File: config.mk
export PLATFORM = sky130hd
export DESIGN_NAME = tplps_top
export DESIGN_NICKNAME = d
export VERILOG_FILES = /design/src/rtl/tplps_pkg.sv /design/src/rtl/tplps_top.sv
export SDC_FILE = /design/constraint.sdc
export NUM_CORES = 1
export LEC_CHECK = 0
export ABC_AREA = 1
export BUFFER_PORTS_ARGS = -buffer_cell sky130_fd_sc_hd__buf_2
export CORE_MARGIN = 2
export CORE_UTILIZATION = 50
export DETAILED_ROUTE_END_ITERATION = 7
export PLACE_DENSITY_LB_ADDON = 0.3
export SLEW_MARGIN = 20
export SYNTH_ARGS = -nofsm -noshare
export SYNTH_HDL_FRONTEND = slang
export SYNTH_SLANG_ARGS = --single-unit
File: constraint.sdc
create_clock -name pclk -period 2.4 [get_ports pclk]
set_clock_uncertainty 0.05 [all_clocks]
set_input_delay 0.36 -clock pclk [delete_from_list [all_inputs] [get_ports pclk]]
set_output_delay 0.36 -clock pclk [all_outputs]
set_load 0.005 [all_outputs]
File: src/rtl/tplps_pkg.sv
// Constants shared by the twisted-pair link, polarity and LED status block.
// Assumes a 50 MHz pclk and a 100 us internal time base derived from it.
package tplps_pkg;

  // ----------------------------------------------------------------
  // Clock and time base
  // ----------------------------------------------------------------
  localparam int unsigned CLK_PERIOD_NS = 20;
  localparam int unsigned TICK_US = 100;
  localparam int unsigned TICK_CYC_DEF = TICK_US * 1000 / CLK_PERIOD_NS;

  // ----------------------------------------------------------------
  // Times as printed, in microseconds
  // ----------------------------------------------------------------
  localparam int unsigned LP_IDLE_MIN_US = 8000;
  localparam int unsigned LP_IDLE_MAX_US = 17000;
  localparam int unsigned LF_SILENT_MIN_US = 65000;
  localparam int unsigned LF_SILENT_MAX_US = 132000;
  localparam int unsigned BLK130_US = 130000;
  localparam int unsigned BLK260_US = 260000;
  localparam int unsigned BLK512_US = 512000;
  localparam int unsigned BLK1560_US = 1560000;
  localparam int unsigned STRETCH_US = 4000;
  localparam int unsigned COL_SHORT_US = 100;
  localparam int unsigned START_ON_US = 4000000;
  localparam int unsigned START_BLINKS = 16;
  localparam int unsigned LINK_UP_PULSES = 4;

  // ----------------------------------------------------------------
  // Derived counts in ticks; least times round up by one extra tick
  // ----------------------------------------------------------------
  localparam logic [15:0] LP_TICKS = 16'(LP_IDLE_MIN_US / TICK_US + 1);
  localparam logic [15:0] LF_TICKS = 16'(LF_SILENT_MIN_US / TICK_US + 1);
  localparam logic [15:0] STRETCH_TICKS = 16'(STRETCH_US / TICK_US + 1);
  localparam logic [15:0] COL_SHORT_TICKS = 16'(COL_SHORT_US / TICK_US + 1);
  localparam logic [15:0] START_ON_TICKS = 16'(START_ON_US / TICK_US);
  localparam logic [15:0] START_BLK_TICKS = 16'(START_BLINKS * BLK260_US / TICK_US);
  localparam logic [2:0] LINK_UP_CNT = 3'(LINK_UP_PULSES);

  // Blink generator index and half periods in ticks.
  localparam int unsigned BLK_N = 4;
  localparam int unsigned BLK_I130 = 0;
  localparam int unsigned BLK_I260 = 1;
  localparam int unsigned BLK_I512 = 2;
  localparam int unsigned BLK_I1560 = 3;
  localparam logic [15:0] BLK_HALF [BLK_N] = '{16'(BLK130_US / 2 / TICK_US), 16'(BLK260_US / 2 / TICK_US),
                                                16'(BLK512_US / 2 / TICK_US), 16'(BLK1560_US / 2 / TICK_US)};

  // ----------------------------------------------------------------
  // APB register map (byte addresses) and fields
  // ----------------------------------------------------------------
  localparam int unsigned ADDR_W = 12;
  localparam logic [11:0] ADDR_OVR_CTRL = 12'h000;
  localparam logic [11:0] ADDR_OVR_RATE = 12'h004;
  localparam logic [11:0] ADDR_LT_EN = 12'h008;
  localparam logic [11:0] ADDR_LP_EN = 12'h00C;
  localparam logic [11:0] ADDR_POL_EN = 12'h010;
  localparam logic [11:0] ADDR_STATUS = 12'h014;
  localparam int unsigned OVR_A_BIT = 0;
  localparam int unsigned OVR_B_BIT = 1;
  localparam int unsigned TP_LSB = 1;
  localparam int unsigned TP_MSB = 4;
  localparam int unsigned ST_FAIL_LSB = 1;
  localparam int unsigned ST_INV_LSB = 9;
  localparam int unsigned ST_LOOP_BIT = 16;
  localparam logic [3:0] LT_EN_RST = 4'hF;
  localparam logic [3:0] LP_EN_RST = 4'hF;

  // LED attribute selection codes.
  typedef enum logic [2:0] {
    LDC_PAR = 3'h0, LDC_CRS = 3'h1, LDC_RSV2 = 3'h2, LDC_RSV3 = 3'h3,
    LDC_BLK260 = 3'h4, LDC_STARTBLK = 3'h5, LDC_ACT130 = 3'h6, LDC_STARTON = 3'h7
  } tplps_ldc_e;

  // Software override blink rates.
  typedef enum logic [1:0] {
    OVR_OFF = 2'h0, OVR_512 = 2'h1, OVR_1560 = 2'h2, OVR_ON = 2'h3
  } tplps_ovr_e;

endpackage

File: src/rtl/tplps_top.sv
// Twisted-pair link integrity, receive polarity correction and LED status logic.
// Assumes port status inputs come from logic on pclk; the attribute select pins and
// the management serial input strap arrive from outside and are treated as pins.
//
// The implementer's own choices: the APB interface to the registers and the register offsets.
`timescale 1ns/1ns

// Notes on behaviour
// - Link pulse after 8-17 ms transmit idle.
// - Silent 65-132 ms with test on: link-fail.
// - Link-fail blocks port; four pulses or packet recover.
// - Link test disabled never enters link-fail.
// - Pulses gated only by own enable.
// - Negative delimiter inverts receive polarity when enabled.
// - Polarity decided once per reset or fail.
// - Serial input strap sets polarity default.
// - Twelve outputs: two banks plus globals.
// - Output driven low only while attribute true.
// - Blinking attribute wins over solid one.
// - Codes 000/001 map link, partition, carrier.
// - Code 110 link solid, activity 130 ms blink.
// - Code 101 blinks all 16 times first.
// - Code 111 holds all on 4 s first.
// - Override enables drive whole bank low; the code drives the bank at the override rate, so it stays dark at rate off.
// - Override rate off, 512, 1560 or on.
// - Carrier, collision stretched 4 ms; 111: collision 100 us.
// - Loopback sampled at frame end, starts false.
// - Loopback false on error, disable, reverse mode.
module tplps_top #(
  parameter int unsigned TICK_CYC = tplps_pkg::TICK_CYC_DEF
) (
  // APB clock, reset and slave port.
  input wire logic pclk,
  input wire logic presetn,
  input wire logic psel,
  input wire logic penable,
  input wire logic pwrite,
  input wire logic [tplps_pkg::ADDR_W-1:0] paddr,
  input wire logic [31:0] pwdata,
  output logic [31:0] prdata,
  output logic pready,
  output logic pslverr,
  // Pins: management serial input strap and LED attribute select.
  input wire logic mgmt_serial_in,
  input wire logic [2:0] led_attribute_select,
  // Twisted-pair port activity from the transceivers.
  input wire logic [4:1] tx_active,
  input wire logic [4:1] rx_link_pulse,
  input wire logic [4:1] rx_packet,
  input wire logic [4:1] rx_frame_end,
  input wire logic [4:1] end_of_frame_delimiter,
  // Per-port status, index 0 is the AUI port.
  input wire logic [4:0] carrier,
  input wire logic [4:0] collision,
  input wire logic [4:0] partitioned,
  input wire logic [4:0] port_disabled,
  input wire logic jabber,
  // AUI loopback sensing.
  input wire logic aui_reverse,
  input wire logic aui_frame_end,
  input wire logic aui_tx_carrier,
  input wire logic aui_loop_error,
  // Link and polarity results.
  output logic [4:1] link_pulse_send,
  output logic [4:1] link_fail,
  output logic [4:1] rx_invert,
  // Open-drain LED enables; high means the pin is pulled low.
  output logic [4:0] bank_a_port_led_oe,
  output logic [4:0] bank_b_port_led_oe,
  output logic global_led_a_oe,
  output logic global_led_b_oe
);
  import tplps_pkg::*;

  // Refuse a time base the 16-bit tick counter cannot hold.
  if (TICK_CYC < 1 || TICK_CYC > 65535) begin : g_bad_tick
    $error("TICK_CYC out of range");
  end

  // ----------------------------------------------------------------
  // Time base
  // ----------------------------------------------------------------
  logic [15:0] tick_cnt_r; // Cycle count within one tick.
  logic tick_r; // One-cycle pulse every tick.

  // Divides pclk down to the common tick.
  always_ff @(posedge pclk or negedge presetn) begin
    if (!presetn) begin
      tick_cnt_r <= 16'h0000;
      tick_r <= 1'b0;
    end else if (tick_cnt_r == 16'(TICK_CYC - 1)) begin
      tick_cnt_r <= 16'h0000;
      tick_r <= 1'b1;
    end else begin
      tick_cnt_r <= tick_cnt_r + 16'h0001;
      tick_r <= 1'b0;
    end
  end

  // ----------------------------------------------------------------
  // Pin synchronisers
  // ----------------------------------------------------------------
  logic [2:0] ldc_s1_r, ldc_s2_r, ldc_s3_r; // Three-stage select synchroniser.
  logic [2:0] ldc_fill_r; // Marks the stages that hold a pin sample since reset.
  logic ldc_ok_r; // High once the selection reflects the pins.
  tplps_ldc_e ldc_r; // Accepted attribute selection.
  logic strap_pend_r; // High until the strap has been taken.

  // Samples the select pins; a change counts once stages two and three agree.
  always_ff @(posedge pclk or negedge presetn) begin
    if (!presetn) begin
      ldc_s1_r <= 3'h0;
      ldc_s2_r <= 3'h0;
      ldc_s3_r <= 3'h0;
      ldc_fill_r <= 3'h0;
      ldc_ok_r <= 1'b0;
      ldc_r <= LDC_PAR;
    end else begin
      ldc_s1_r <= led_attribute_select;
      ldc_s2_r <= ldc_s1_r;
      ldc_s3_r <= ldc_s2_r;
      ldc_fill_r <= {ldc_fill_r[1:0], 1'b1};
      // Reset values in the stages are no pin samples, so they are never taken.
      if (ldc_fill_r[2] && ldc_s2_r == ldc_s3_r) begin
        ldc_r <= tplps_ldc_e'(ldc_s3_r);
        ldc_ok_r <= 1'b1;
      end
    end
  end

  // ----------------------------------------------------------------
  // APB slave and registers
  // ----------------------------------------------------------------
  logic ovr_a_r, ovr_b_r; // Bank override enables.
  tplps_ovr_e ovr_rate_r; // Last issued override blink rate.
  logic [4:1] lt_en_r, lp_en_r, pol_en_r; // Per-port link test, pulse, polarity enables.
  logic loop_ok_r; // AUI loopback good.
  logic setup_w, access_w, mapped_w;

  assign setup_w = psel && !penable;
  assign access_w = psel && penable && pready;
  assign mapped_w = (paddr == ADDR_OVR_CTRL) || (paddr == ADDR_OVR_RATE) || (paddr == ADDR_LT_EN) ||
                    (paddr == ADDR_LP_EN) || (paddr == ADDR_POL_EN) || (paddr == ADDR_STATUS);

  // Answers in the first cycle of the access phase with registered data.
  always_ff @(posedge pclk or negedge presetn) begin
    if (!presetn) begin
      pready <= 1'b0;
      pslverr <= 1'b0;
      prdata <= 32'h0000_0000;
    end else if (setup_w) begin
      pready <= 1'b1;
      pslverr <= !mapped_w;
      prdata <= 32'h0000_0000;
      if (!pwrite) begin
        if (paddr == ADDR_OVR_CTRL) begin
          prdata[OVR_A_BIT] <= ovr_a_r;
          prdata[OVR_B_BIT] <= ovr_b_r;
        end else if (paddr == ADDR_OVR_RATE) begin
          prdata[1:0] <= ovr_rate_r;
        end else if (paddr == ADDR_LT_EN) begin
          prdata[TP_MSB:TP_LSB] <= lt_en_r;
        end else if (paddr == ADDR_LP_EN) begin
          prdata[TP_MSB:TP_LSB] <= lp_en_r;
        end else if (paddr == ADDR_POL_EN) begin
          prdata[TP_MSB:TP_LSB] <= pol_en_r;
        end else if (paddr == ADDR_STATUS) begin
          prdata[ST_FAIL_LSB+3:ST_FAIL_LSB] <= link_fail;
          prdata[ST_INV_LSB+3:ST_INV_LSB] <= rx_invert;
          prdata[ST_LOOP_BIT] <= loop_ok_r;
        end
      end
    end else begin
      pready <= 1'b0;
      pslverr <= 1'b0;
    end
  end

  // Software-written control; polarity enables take the strap just after reset.
  always_ff @(posedge pclk or negedge presetn) begin
    if (!presetn) begin
      ovr_a_r <= 1'b0;
      ovr_b_r <= 1'b0;
      ovr_rate_r <= OVR_OFF;
      lt_en_r <= LT_EN_RST;
      lp_en_r <= LP_EN_RST;
      pol_en_r <= 4'h0;
      strap_pend_r <= 1'b1;
    end else begin
      strap_pend_r <= 1'b0;
      if (strap_pend_r) begin
        pol_en_r <= {4{!mgmt_serial_in}};
      end
      if (access_w && pwrite) begin
        if (paddr == ADDR_OVR_CTRL) begin
          ovr_a_r <= pwdata[OVR_A_BIT];
          ovr_b_r <= pwdata[OVR_B_BIT];
        end else if (paddr == ADDR_OVR_RATE) begin
          ovr_rate_r <= tplps_ovr_e'(pwdata[1:0]);
        end else if (paddr == ADDR_LT_EN) begin
          lt_en_r <= pwdata[TP_MSB:TP_LSB];
        end else if (paddr == ADDR_LP_EN) begin
          lp_en_r <= pwdata[TP_MSB:TP_LSB];
        end else if (paddr == ADDR_POL_EN && !strap_pend_r) begin
          pol_en_r <= pwdata[TP_MSB:TP_LSB];
        end
      end
    end
  end

  // ----------------------------------------------------------------
  // Twisted-pair link monitor and polarity, one instance per port
  // ----------------------------------------------------------------
  for (genvar p = 1; p <= 4; p++) begin : g_tp
    logic [15:0] idle_cnt_r; // Ticks since the transmitter was last active or the last pulse interval ended.
    logic [15:0] silent_cnt_r; // Ticks since the last pulse, packet or silent timeout.
    logic [2:0] pulse_cnt_r; // Consecutive pulses seen while failed.
    logic pol_done_r; // Polarity decision already made.
    logic silent_w;

    assign silent_w = silent_cnt_r >= LF_TICKS;

    always_ff @(posedge pclk or negedge presetn) begin
      if (!presetn) begin
        idle_cnt_r <= 16'h0000;
        link_pulse_send[p] <= 1'b0;
      end else if (tx_active[p]) begin
        idle_cnt_r <= 16'h0000;
        link_pulse_send[p] <= 1'b0;
      end else if (idle_cnt_r >= LP_TICKS) begin
        idle_cnt_r <= 16'h0000;
        link_pulse_send[p] <= lp_en_r[p];
      end else begin
        idle_cnt_r <= idle_cnt_r + {15'h0000, tick_r};
        link_pulse_send[p] <= 1'b0;
      end
    end

    always_ff @(posedge pclk or negedge presetn) begin
      if (!presetn) begin
        silent_cnt_r <= 16'h0000;
      end else if (rx_link_pulse[p] || rx_packet[p] || silent_w) begin
        silent_cnt_r <= 16'h0000;
      end else begin
        silent_cnt_r <= silent_cnt_r + {15'h0000, tick_r};
      end
    end

    // Ports start failed; a silent timeout breaks a run of pulses.
    always_ff @(posedge pclk or negedge presetn) begin
      if (!presetn) begin
        link_fail[p] <= 1'b1;
        pulse_cnt_r <= 3'h0;
      end else if (!lt_en_r[p]) begin
        link_fail[p] <= 1'b0;
        pulse_cnt_r <= 3'h0;
      end else if (!link_fail[p]) begin
        // Activity in the timeout cycle still counts as heard.
        link_fail[p] <= silent_w && !rx_link_pulse[p] && !rx_packet[p];
        pulse_cnt_r <= 3'h0;
      end else if (rx_packet[p]) begin
        link_fail[p] <= 1'b0;
        pulse_cnt_r <= 3'h0;
      end else if (silent_w) begin
        pulse_cnt_r <= 3'h0;
      end else if (rx_link_pulse[p]) begin
        if (pulse_cnt_r == LINK_UP_CNT - 3'h1) begin
          link_fail[p] <= 1'b0;
          pulse_cnt_r <= 3'h0;
        end else begin
          pulse_cnt_r <= pulse_cnt_r + 3'h1;
        end
      end
    end

    // Decides the receive polarity on the first frame end after reset or link-fail.
    always_ff @(posedge pclk or negedge presetn) begin
      if (!presetn) begin
        rx_invert[p] <= 1'b0;
        pol_done_r <= 1'b0;
      end else if (link_fail[p]) begin
        rx_invert[p] <= 1'b0;
        pol_done_r <= 1'b0;
      end else if (rx_frame_end[p] && pol_en_r[p] && !pol_done_r) begin
        rx_invert[p] <= end_of_frame_delimiter[p];
        pol_done_r <= 1'b1;
      end
    end
  end

  // ----------------------------------------------------------------
  // Blink generators and start-up display
  // ----------------------------------------------------------------
  logic [BLK_N-1:0] blink; // Blink phase per period, high while lit.
  logic [15:0] start_cnt_r; // Ticks since the selection was taken, until start-up ends.
  logic start_done_r; // Start-up display finished.

  for (genvar b = 0; b < BLK_N; b++) begin : g_blk
    logic [15:0] half_cnt_r;

    // Toggles the phase every half period; starts lit after reset.
    always_ff @(posedge pclk or negedge presetn) begin
      if (!presetn) begin
        half_cnt_r <= 16'h0000;
        blink[b] <= 1'b1;
      end else if (tick_r && half_cnt_r == BLK_HALF[b] - 16'h0001) begin
        half_cnt_r <= 16'h0000;
        blink[b] <= !blink[b];
      end else begin
        half_cnt_r <= half_cnt_r + {15'h0000, tick_r};
      end
    end
  end

  always_ff @(posedge pclk or negedge presetn) begin
    if (!presetn) begin
      start_cnt_r <= 16'h0000;
      start_done_r <= 1'b0;
    end else if (!start_done_r && ldc_ok_r) begin
      // Waits for the synchronised code, so the reset value cannot end the display.
      start_cnt_r <= start_cnt_r + {15'h0000, tick_r};
      if ((ldc_r == LDC_STARTBLK && start_cnt_r >= START_BLK_TICKS) ||
          (ldc_r == LDC_STARTON && start_cnt_r >= START_ON_TICKS) ||
          (ldc_r != LDC_STARTBLK && ldc_r != LDC_STARTON)) begin
        start_done_r <= 1'b1;
      end
    end
  end

  // ----------------------------------------------------------------
  // Carrier and collision stretching, AUI loopback
  // ----------------------------------------------------------------
  logic [4:0] crs_x, col_x; // Stretched indications per port.

  for (genvar s = 0; s < 5; s++) begin : g_str
    logic [15:0] crs_cnt_r, col_cnt_r;

    always_ff @(posedge pclk or negedge presetn) begin
      if (!presetn) begin
        crs_cnt_r <= 16'h0000;
        col_cnt_r <= 16'h0000;
      end else begin
        if (carrier[s]) begin
          crs_cnt_r <= STRETCH_TICKS;
        end else if (crs_cnt_r != 16'h0000) begin
          crs_cnt_r <= crs_cnt_r - {15'h0000, tick_r};
        end
        if (collision[s]) begin
          col_cnt_r <= (ldc_r == LDC_STARTON) ? COL_SHORT_TICKS : STRETCH_TICKS;
        end else if (col_cnt_r != 16'h0000) begin
          col_cnt_r <= col_cnt_r - {15'h0000, tick_r};
        end
      end
    end

    assign crs_x[s] = carrier[s] || crs_cnt_r != 16'h0000;
    assign col_x[s] = collision[s] || col_cnt_r != 16'h0000;
  end

  always_ff @(posedge pclk or negedge presetn) begin
    if (!presetn) begin
      loop_ok_r <= 1'b0;
    end else if (aui_loop_error || port_disabled[0] || aui_reverse) begin
      loop_ok_r <= 1'b0;
    end else if (aui_frame_end) begin
      loop_ok_r <= aui_tx_carrier;
    end
  end

  // ----------------------------------------------------------------
  // LED attribute selection
  // ----------------------------------------------------------------
  logic [4:0] a_nxt, b_nxt; // Bank outputs, high means lit.
  logic ga_nxt, gb_nxt; // Global outputs, high means lit.
  logic [4:0] link_up; // Link good per port; AUI has no link.
  logic ovr_lit; // Override blink phase.

  assign link_up = {~link_fail, 1'b0};

  always_comb begin
    case (ovr_rate_r)
      OVR_OFF: ovr_lit = 1'b0;
      OVR_512: ovr_lit = blink[BLK_I512];
      OVR_1560: ovr_lit = blink[BLK_I1560];
      default: ovr_lit = 1'b1;
    endcase
  end

  always_comb begin
    ga_nxt = |crs_x;
    gb_nxt = |col_x;
    a_nxt = 5'h00;
    b_nxt = 5'h00;
    case (ldc_r)
      LDC_PAR: begin
        a_nxt = link_up & ~partitioned;
        a_nxt[0] = loop_ok_r;
        b_nxt = partitioned;
      end
      LDC_CRS: begin
        a_nxt = link_up;
        a_nxt[0] = loop_ok_r;
        b_nxt = crs_x;
      end
      LDC_BLK260: begin
        ga_nxt = (|crs_x) & blink[BLK_I260];
        gb_nxt = (|col_x) & blink[BLK_I260];
        for (int i = 0; i < 5; i++) begin
          a_nxt[i] = crs_x[i] ? blink[BLK_I260] : link_up[i];
          b_nxt[i] = col_x[i] ? blink[BLK_I260] : partitioned[i];
        end
      end
      LDC_STARTBLK: begin
        ga_nxt = |col_x;
        gb_nxt = jabber;
        for (int i = 0; i < 5; i++) begin
          a_nxt[i] = crs_x[i] ? blink[BLK_I512] : link_up[i];
        end
        b_nxt = partitioned;
      end
      LDC_ACT130: begin
        for (int i = 0; i < 5; i++) begin
          a_nxt[i] = crs_x[i] ? blink[BLK_I130] : (link_up[i] || partitioned[i]);
        end
        b_nxt = partitioned | port_disabled;
      end
      LDC_STARTON: begin
        for (int i = 0; i < 5; i++) begin
          a_nxt[i] = partitioned[i] ? blink[BLK_I1560] : link_up[i];
        end
        b_nxt = col_x;
        b_nxt[0] = partitioned[0];
      end
      default: begin
        ga_nxt = 1'b0;
        gb_nxt = 1'b0;
      end
    endcase
    if (!start_done_r && ldc_r == LDC_STARTBLK) begin
      {ga_nxt, gb_nxt, a_nxt, b_nxt} = {12{blink[BLK_I260]}};
    end else if (!start_done_r && ldc_r == LDC_STARTON) begin
      {ga_nxt, gb_nxt, a_nxt, b_nxt} = 12'hFFF;
    end
    if (ovr_a_r) begin
      {ga_nxt, a_nxt} = {6{ovr_lit}};
    end
    if (ovr_b_r) begin
      {gb_nxt, b_nxt} = {6{ovr_lit}};
    end
  end

  always_ff @(posedge pclk or negedge presetn) begin
    if (!presetn) begin
      bank_a_port_led_oe <= 5'h00;
      bank_b_port_led_oe <= 5'h00;
      global_led_a_oe <= 1'b0;
      global_led_b_oe <= 1'b0;
    end else begin
      bank_a_port_led_oe <= a_nxt;
      bank_b_port_led_oe <= b_nxt;
      global_led_a_oe <= ga_nxt;
      global_led_b_oe <= gb_nxt;
    end
  end

endmodule

# ---- Word level (Yosys, flattened, before mapping)
# Cells that the tools add are included.
dict set report op_classes {
  add_sub_neg 28
  n_lt_le_gt_ge 10
  eq_ne 28
  n_mux 188
  bitwise_logic 9
  reduce_logical 121
}
# op count
set ops {}
lappend ops {{16-bit two-way mux} 37}
lappend ops {{16-bit by 1-bit adder with 16-bit output} 13}
lappend ops {{16-bit nonzero test} 10}
lappend ops {{16-bit by 1-bit subtractor with 16-bit output} 10}
lappend ops {{1-bit two-way mux} 93}
lappend ops {{3-bit two-way mux} 26}
lappend ops {{4-bit two-way mux} 18}
lappend ops {{16-bit by 10-bit greater-or-equal comparator with 1-bit output (second input constant)} 4}
lappend ops {{16-bit by 7-bit greater-or-equal comparator with 1-bit output (second input constant)} 4}
lappend ops {{5-bit two-way mux} 7}
lappend ops {{16-bit by 13-bit equality test with 1-bit output (second input constant)} 2}
lappend ops {{16-bit greater-or-equal comparator (second input constant)} 2}
lappend ops {{1-bit logical AND} 32}
lappend ops {{1-bit logical OR} 31}
lappend ops {{5-bit one-hot mux with 6 select lines} 1}
lappend ops {{2-bit nonzero test} 15}
lappend ops {{5-bit one-hot mux with 5 select lines} 1}
lappend ops {{12-bit by 4-bit equality test with 1-bit output (second input constant)} 2}
lappend ops {{12-bit by 5-bit equality test with 1-bit output (second input constant)} 2}
lappend ops {{1-bit zero test} 21}
lappend ops {{5-bit by 4-bit inequality test with 1-bit output (second input constant)} 4}
lappend ops {{16-bit by 1-bit adder with 16-bit output (second input constant)} 1}
lappend ops {{16-bit by 10-bit equality test with 1-bit output (second input constant)} 1}
lappend ops {{16-bit by 11-bit equality test with 1-bit output (second input constant)} 1}
lappend ops {{29 further kinds} 46}
dict set report word_totals {
  ff_bits 476
  in_bits 98
  out_inout_bits 58
  elab_cells 455
}

# ---- Depth between registers and ports, before layout
dict set report depth {
  depth_word 8
  depth_mapped 13
  mapped_depth_nobuf 13
}

# ---- Worst setup path after synthesis
# Ideal clock, no wire load.
dict set report synth_path {
  path_kind {register -> register}
  start {register tick_r}
  end {register start_cnt_r[14]}
  setup_time_ns 0.079
  arrival_ns 2.183
  t_required_ns 2.271
  slack_ns 0.088
  stages_incl_launch_ff 11
  path_buffers 0
  synth_period_minus_slack_ns 2.312
  cell_sequence {dfrtp_1 -> ha_1 -> ha_1 -> nand3_2 -> nor2_4 -> nand3_2 -> or2_4 -> nor3_4 -> nand2_2 -> nor2_2 -> xor2_1}
}
dict set report synth_between {
  elab_chain_cells 1
}
# item line
set synth_rtl {}
lappend synth_rtl {{start: declaration} tplps_top.sv:84} ;# logic tick_r;
lappend synth_rtl {{start signal: assignment} tplps_top.sv:90} ;# tick_r <= 1'b0;
lappend synth_rtl {{start signal: assignment} tplps_top.sv:93} ;# tick_r <= 1'b1;
lappend synth_rtl {{start signal: assignment} tplps_top.sv:96} ;# tick_r <= 1'b0;
lappend synth_rtl {{16-bit by 1-bit adder with 16-bit output} tplps_top.sv:321} ;# start_cnt_r <= start_cnt_r + {15'h0000, tick_r};
lappend synth_rtl {{end signal: assignment} tplps_top.sv:321}
lappend synth_rtl {{end: declaration} tplps_top.sv:295} ;# logic [15:0] start_cnt_r;
# Every way passes these cells.
# A chain may end at the register's enable or synchronous reset.

# ---- Final worst setup path
# Same ends and word-level chain as after synthesis.

==> results.md <==
* Status: finished clean
* Grt peak-use layer: met2
* CP max stage cell: dfrtp_2
* Post-Synth Simple-Gate Area at 0.238
* Fillers at 3967
* TritonCTS buffer count at 50
* #FFs+latches synth at 476
* CP Cell Sequence: buf_4 > ha_1 > ha_1 > nand3_2 > nor2_4 > nand3_2 > or2_4 > nor3_4 > nand2_2 > nor2_2 > xor2_1
* Vias in the first global route at 17800
* GRT Total Usage at 0.213
* First-pass DRT Iterations at 7
* Root buf cell: clkbuf_16
* FF/Latch Area at 11900 um2
* Met1 usage at 0.286
* # Post-CTS Setup Buffers at 0
* Synth unique cells at 59
* Crit-path max cell delay at 0.46 ns
* CTS tree: done
* Endpoints failing setup at 0
* Worst-path clk slew at 0.06 ns
* Final ANT Viol Nets at 0
* Pin count of the biggest net entering global routing at 64
* Async set or reset register ratio after synthesis at 1.00
* Port Buffers at 106
* Slew of the pin with the lowest slew margin at 0.680 ns
* Fin crit share at 0.931
* Post-Syn Area at 22900 um2
* Yosys Warn Count at 0
* Max Clk Rate at 0.448 GHz
* Final setup TNS at 0 ns
* Crit. End Element: register
* Fin. max-slew vios at 0
* Adder-Cell Fraction of Synth Area at 0.0278
* # DRC at 0
* Clock Sink Count at 476
* Clock Path Buffers at 3
* Post-DP HPWL at 35.5 mm
* Worst EP arrival at 2.69 ns
* Peak VDD IR at 518 uV
* Core Rows at 78
* Grt total ovfl at 0
* Mean post-synth cell area at 8.67 um2
* Largest family of logic cells by synthesized area: simple AND/OR/NAND/NOR gates
* Core ar. at 45300 um2
* Initial Utilization at 0.507
* Fin. Hold Viols at 0
* Top FF cell, synth: dfrtp_1
* Leak Pwr at 13.4 nW
* Clock Latency Late Sink at 0.60 ns
* Crit Path Class: reg -> reg
* CP Max Fanout at 5
* Via density at 5.10
* Area Overhead vs Synth at 16.2%
* Multi-input logic area at 9560 um2
* Iter 0 DRT Violations at 1276
* DIE WIDTH at 218 um
* Normalized max-slew margin at 0.543
* Xor/xnor share of the synthesized area at 0.0500
* H-tree depth at 2
* GR Util met3 at 0.0367
* IO Count at 156
* Pwr Density at 668 nW/um2
* Die area at 47600 um2
* Post-synthesis sequential area ratio at 0.520
* Post-Route WL at 49.1 mm
* Final worst setup slack at 0.165 ns
* Pre-CTS WS at 0.153 ns
* Wire per inst at 13.9 um
* Multiplexer area fraction after synthesis at 0.000982
* Via count at 18100
* Nets at 3042
* Critical Path Start Type: register
* Max-Cap Viols at 0
* Synth Area in Compound Gates at 0.0854
* Initial antenna violation count at 2
* Unrepaired setup endpoints after global routing: no
* First-pass GRT wire length at 83.9 mm
* Share of cells above drive strength 1 at 0.110
* Post-Syn Instances at 2646
* Hold Path Class: in -> reg
* WP data required at 2.85 ns
* Post-synth EDFFs at 0
* GPL Wtd Cong at 0.878
* Crit path time final at 2.23 ns
* GR Util met2 at 0.358
* Die height at 218 um
-- path summary, 6_finish.rpt --
check | start | to | slack, ns | depth (start not counted)
min reg2reg | ldc_fill_r[1]$_DFF_PN0_ | ldc_fill_r[2]$_DFF_PN0_ | 0.31 | 0
max reg2reg | tick_r$_DFF_PN0_ | start_cnt_r[14]$_DFFE_PN0P_ | 0.17 | 11
max in group asynchronous | presetn | blink[1]$_DFFE_PN1P_ | 1.23 | 3
min in group asynchronous | presetn | g_str[2].crs_cnt_r[13]$_DFFE_PN0P_ | 0.29 | 2
max | tick_r$_DFF_PN0_ | start_cnt_r[14]$_DFFE_PN0P_ | 0.17 | 11
min | collision[3] | g_str[3].col_cnt_r[6]$_DFFE_PN0P_ | 0.02 | 2
-- layout make-up --
type	count	share of cell area
clock inverter	20	0.0102
tap	600	0.0282
timing repair buffer	157	0.0414
inverter	402	0.0566
clock buffer	74	0.0568
multi-input combinational	1806	0.359
sequential	476	0.448
antenna	4	0.000376
-- repair_timing --
action,in CTS,in global routing
setup endpoints to repair,0,5
endpoints found under the hold margin,81,0
resized for setup,0,3
hold buffers,25,0
-- sequential cells by signal, indices dropped and copies added (netlist names), 5 cells and up --
| signal | flops |
|---|---|
| g_str.col_cnt_r | 80 |
| g_str.crs_cnt_r | 80 |
| g_blk.half_cnt_r | 64 |
| g_tp.idle_cnt_r | 64 |
| g_tp.silent_cnt_r | 64 |
| start_cnt_r | 16 |
| tick_cnt_r | 16 |
| g_tp.pulse_cnt_r | 12 |
| prdata | 10 |
| bank_a_port_led_oe | 5 |
| bank_b_port_led_oe | 5 |
-- Yosys cell counts, types with 4 or more instances --
| master | n | area, um2 |
|---|---|---|
| a22o_1 | 4 | 35.0 |
| nand4_1 | 64 | 400 |
| o311ai_0 | 4 | 35.0 |
| nor3b_1 | 21 | 158 |
| nand2_2 | 7 | 43.8 |
| inv_2 | 19 | 71.3 |
| nor3_2 | 14 | 140 |
| nand3_2 | 8 | 80.1 |
| o21ai_1 | 42 | 210 |
| a31oi_1 | 4 | 25.0 |
| nor2_1 | 376 | 1410 |
| or2_1 | 4 | 25.0 |
| inv_1 | 381 | 1430 |
| buf_4 | 22 | 165 |
| buf_2 | 9 | 45.0 |
| xnor2_1 | 27 | 236 |
| clkbuf_1 | 12 | 45.0 |
| a211oi_1 | 18 | 135 |
| nor2_4 | 4 | 45.0 |
| o21a_1 | 8 | 60.1 |
| nand3b_1 | 15 | 113 |
| o22ai_1 | 4 | 25.0 |
| o21ai_0 | 106 | 531 |
| dfstp_2 | 17 | 447 |
| nand3_1 | 143 | 716 |
| a21oi_1 | 132 | 661 |
| nand2_1 | 396 | 1490 |
| nor4_1 | 28 | 175 |
| o2111ai_1 | 7 | 61.3 |
| dfrtp_1 | 459 | 11500 |
| xor2_1 | 104 | 911 |
| nor3_1 | 71 | 355 |
| and3_1 | 4 | 25.0 |
| ha_1 | 51 | 638 |
| nor2_2 | 18 | 113 |
| o211ai_1 | 9 | 67.6 |
-- routing by layer --
metal,wire length (um),part of all wire,vias up
met5,11,0.00022,-
met4,786,0.016,2
met3,2630,0.054,53
met2,23400,0.48,384
met1,22300,0.45,8612
li1,-,-,9014
-- cells in the final DEF, fill, tap and decap left out, types with 9 or more instances in the layout --
master / n
a211oi_1: 18
a21oi_1: 132
buf_12: 9
buf_2: 105
buf_4: 16
clkbuf_16: 51
clkbuf_8: 15
clkinv_2: 12
conb_1: 84
dfrtp_1: 458
dfstp_2: 17
dlygate4sd3_1: 25
ha_1: 51
inv_1: 381
inv_2: 19
nand2_1: 396
nand3_1: 143
nand3b_1: 15
nand4_1: 64
nor2_1: 375
nor2_2: 19
nor3_1: 71
nor3_2: 14
nor3b_1: 21
nor4_1: 27
o211ai_1: 9
o21ai_0: 106
o21ai_1: 42
xnor2_1: 27
xor2_1: 104
-- metrics by stage --
| step | area, um2 | hold slack [ns] | utilization | std cells | total power [mW] |
|---|---|---|---|---|---|
| 4_1_cts | 26600 | 0.00194 | 0.588 | 3535 | 18.0 |
| 5_1_grt | 26600 | 0.0336 | 0.588 | 3536 | 18.5 |
| 2_1_floorplan | 23200 | 0.0144 | - | 2728 | 9.14 |
| 3_3_place_gp | 24600 | 0.283 | 0.543 | 3416 | 9.67 |
| 3_5_place_dp | 24600 | 0.295 | 0.543 | 3416 | 9.70 |
| 6_report | 26600 | 0.0200 | 0.588 | 3539 | 17.8 |
-- kinds of logic (layout without fill, tap and decap cells) --
logic type / after synthesis / in the layout
adder cells (fa/ha/maj): 51 / 51
AO/OA/AOI/OAI: 351 / 351
AND/OR/NAND/NOR: 1187 / 1187
multiplexers: 2 / 2
flip-flops: 476 / 476
XOR/XNOR: 131 / 131
buffers and inverters: 446 / 653
other: 2 / 88
-- power by group --
part / switching (mW) / internal (mW) / total [mW]
Sequential: 0.153 / 8.25 / 8.40
Clock: 3.18 / 5.01 / 8.19
Combinational: 0.781 / 0.418 / 1.20
Total: 4.11 / 13.7 / 17.8
-- critical path: cells and delay by family (launching register included) --
kind	cells	cell delay, ns
buffers and inverters	1	0.18
AND/OR/NAND/NOR	7	0.94
flip-flops	1	0.46
adder cells (fa/ha/maj)	2	0.35
XOR/XNOR	1	0.16
Power figures use the tool's default switching activity.
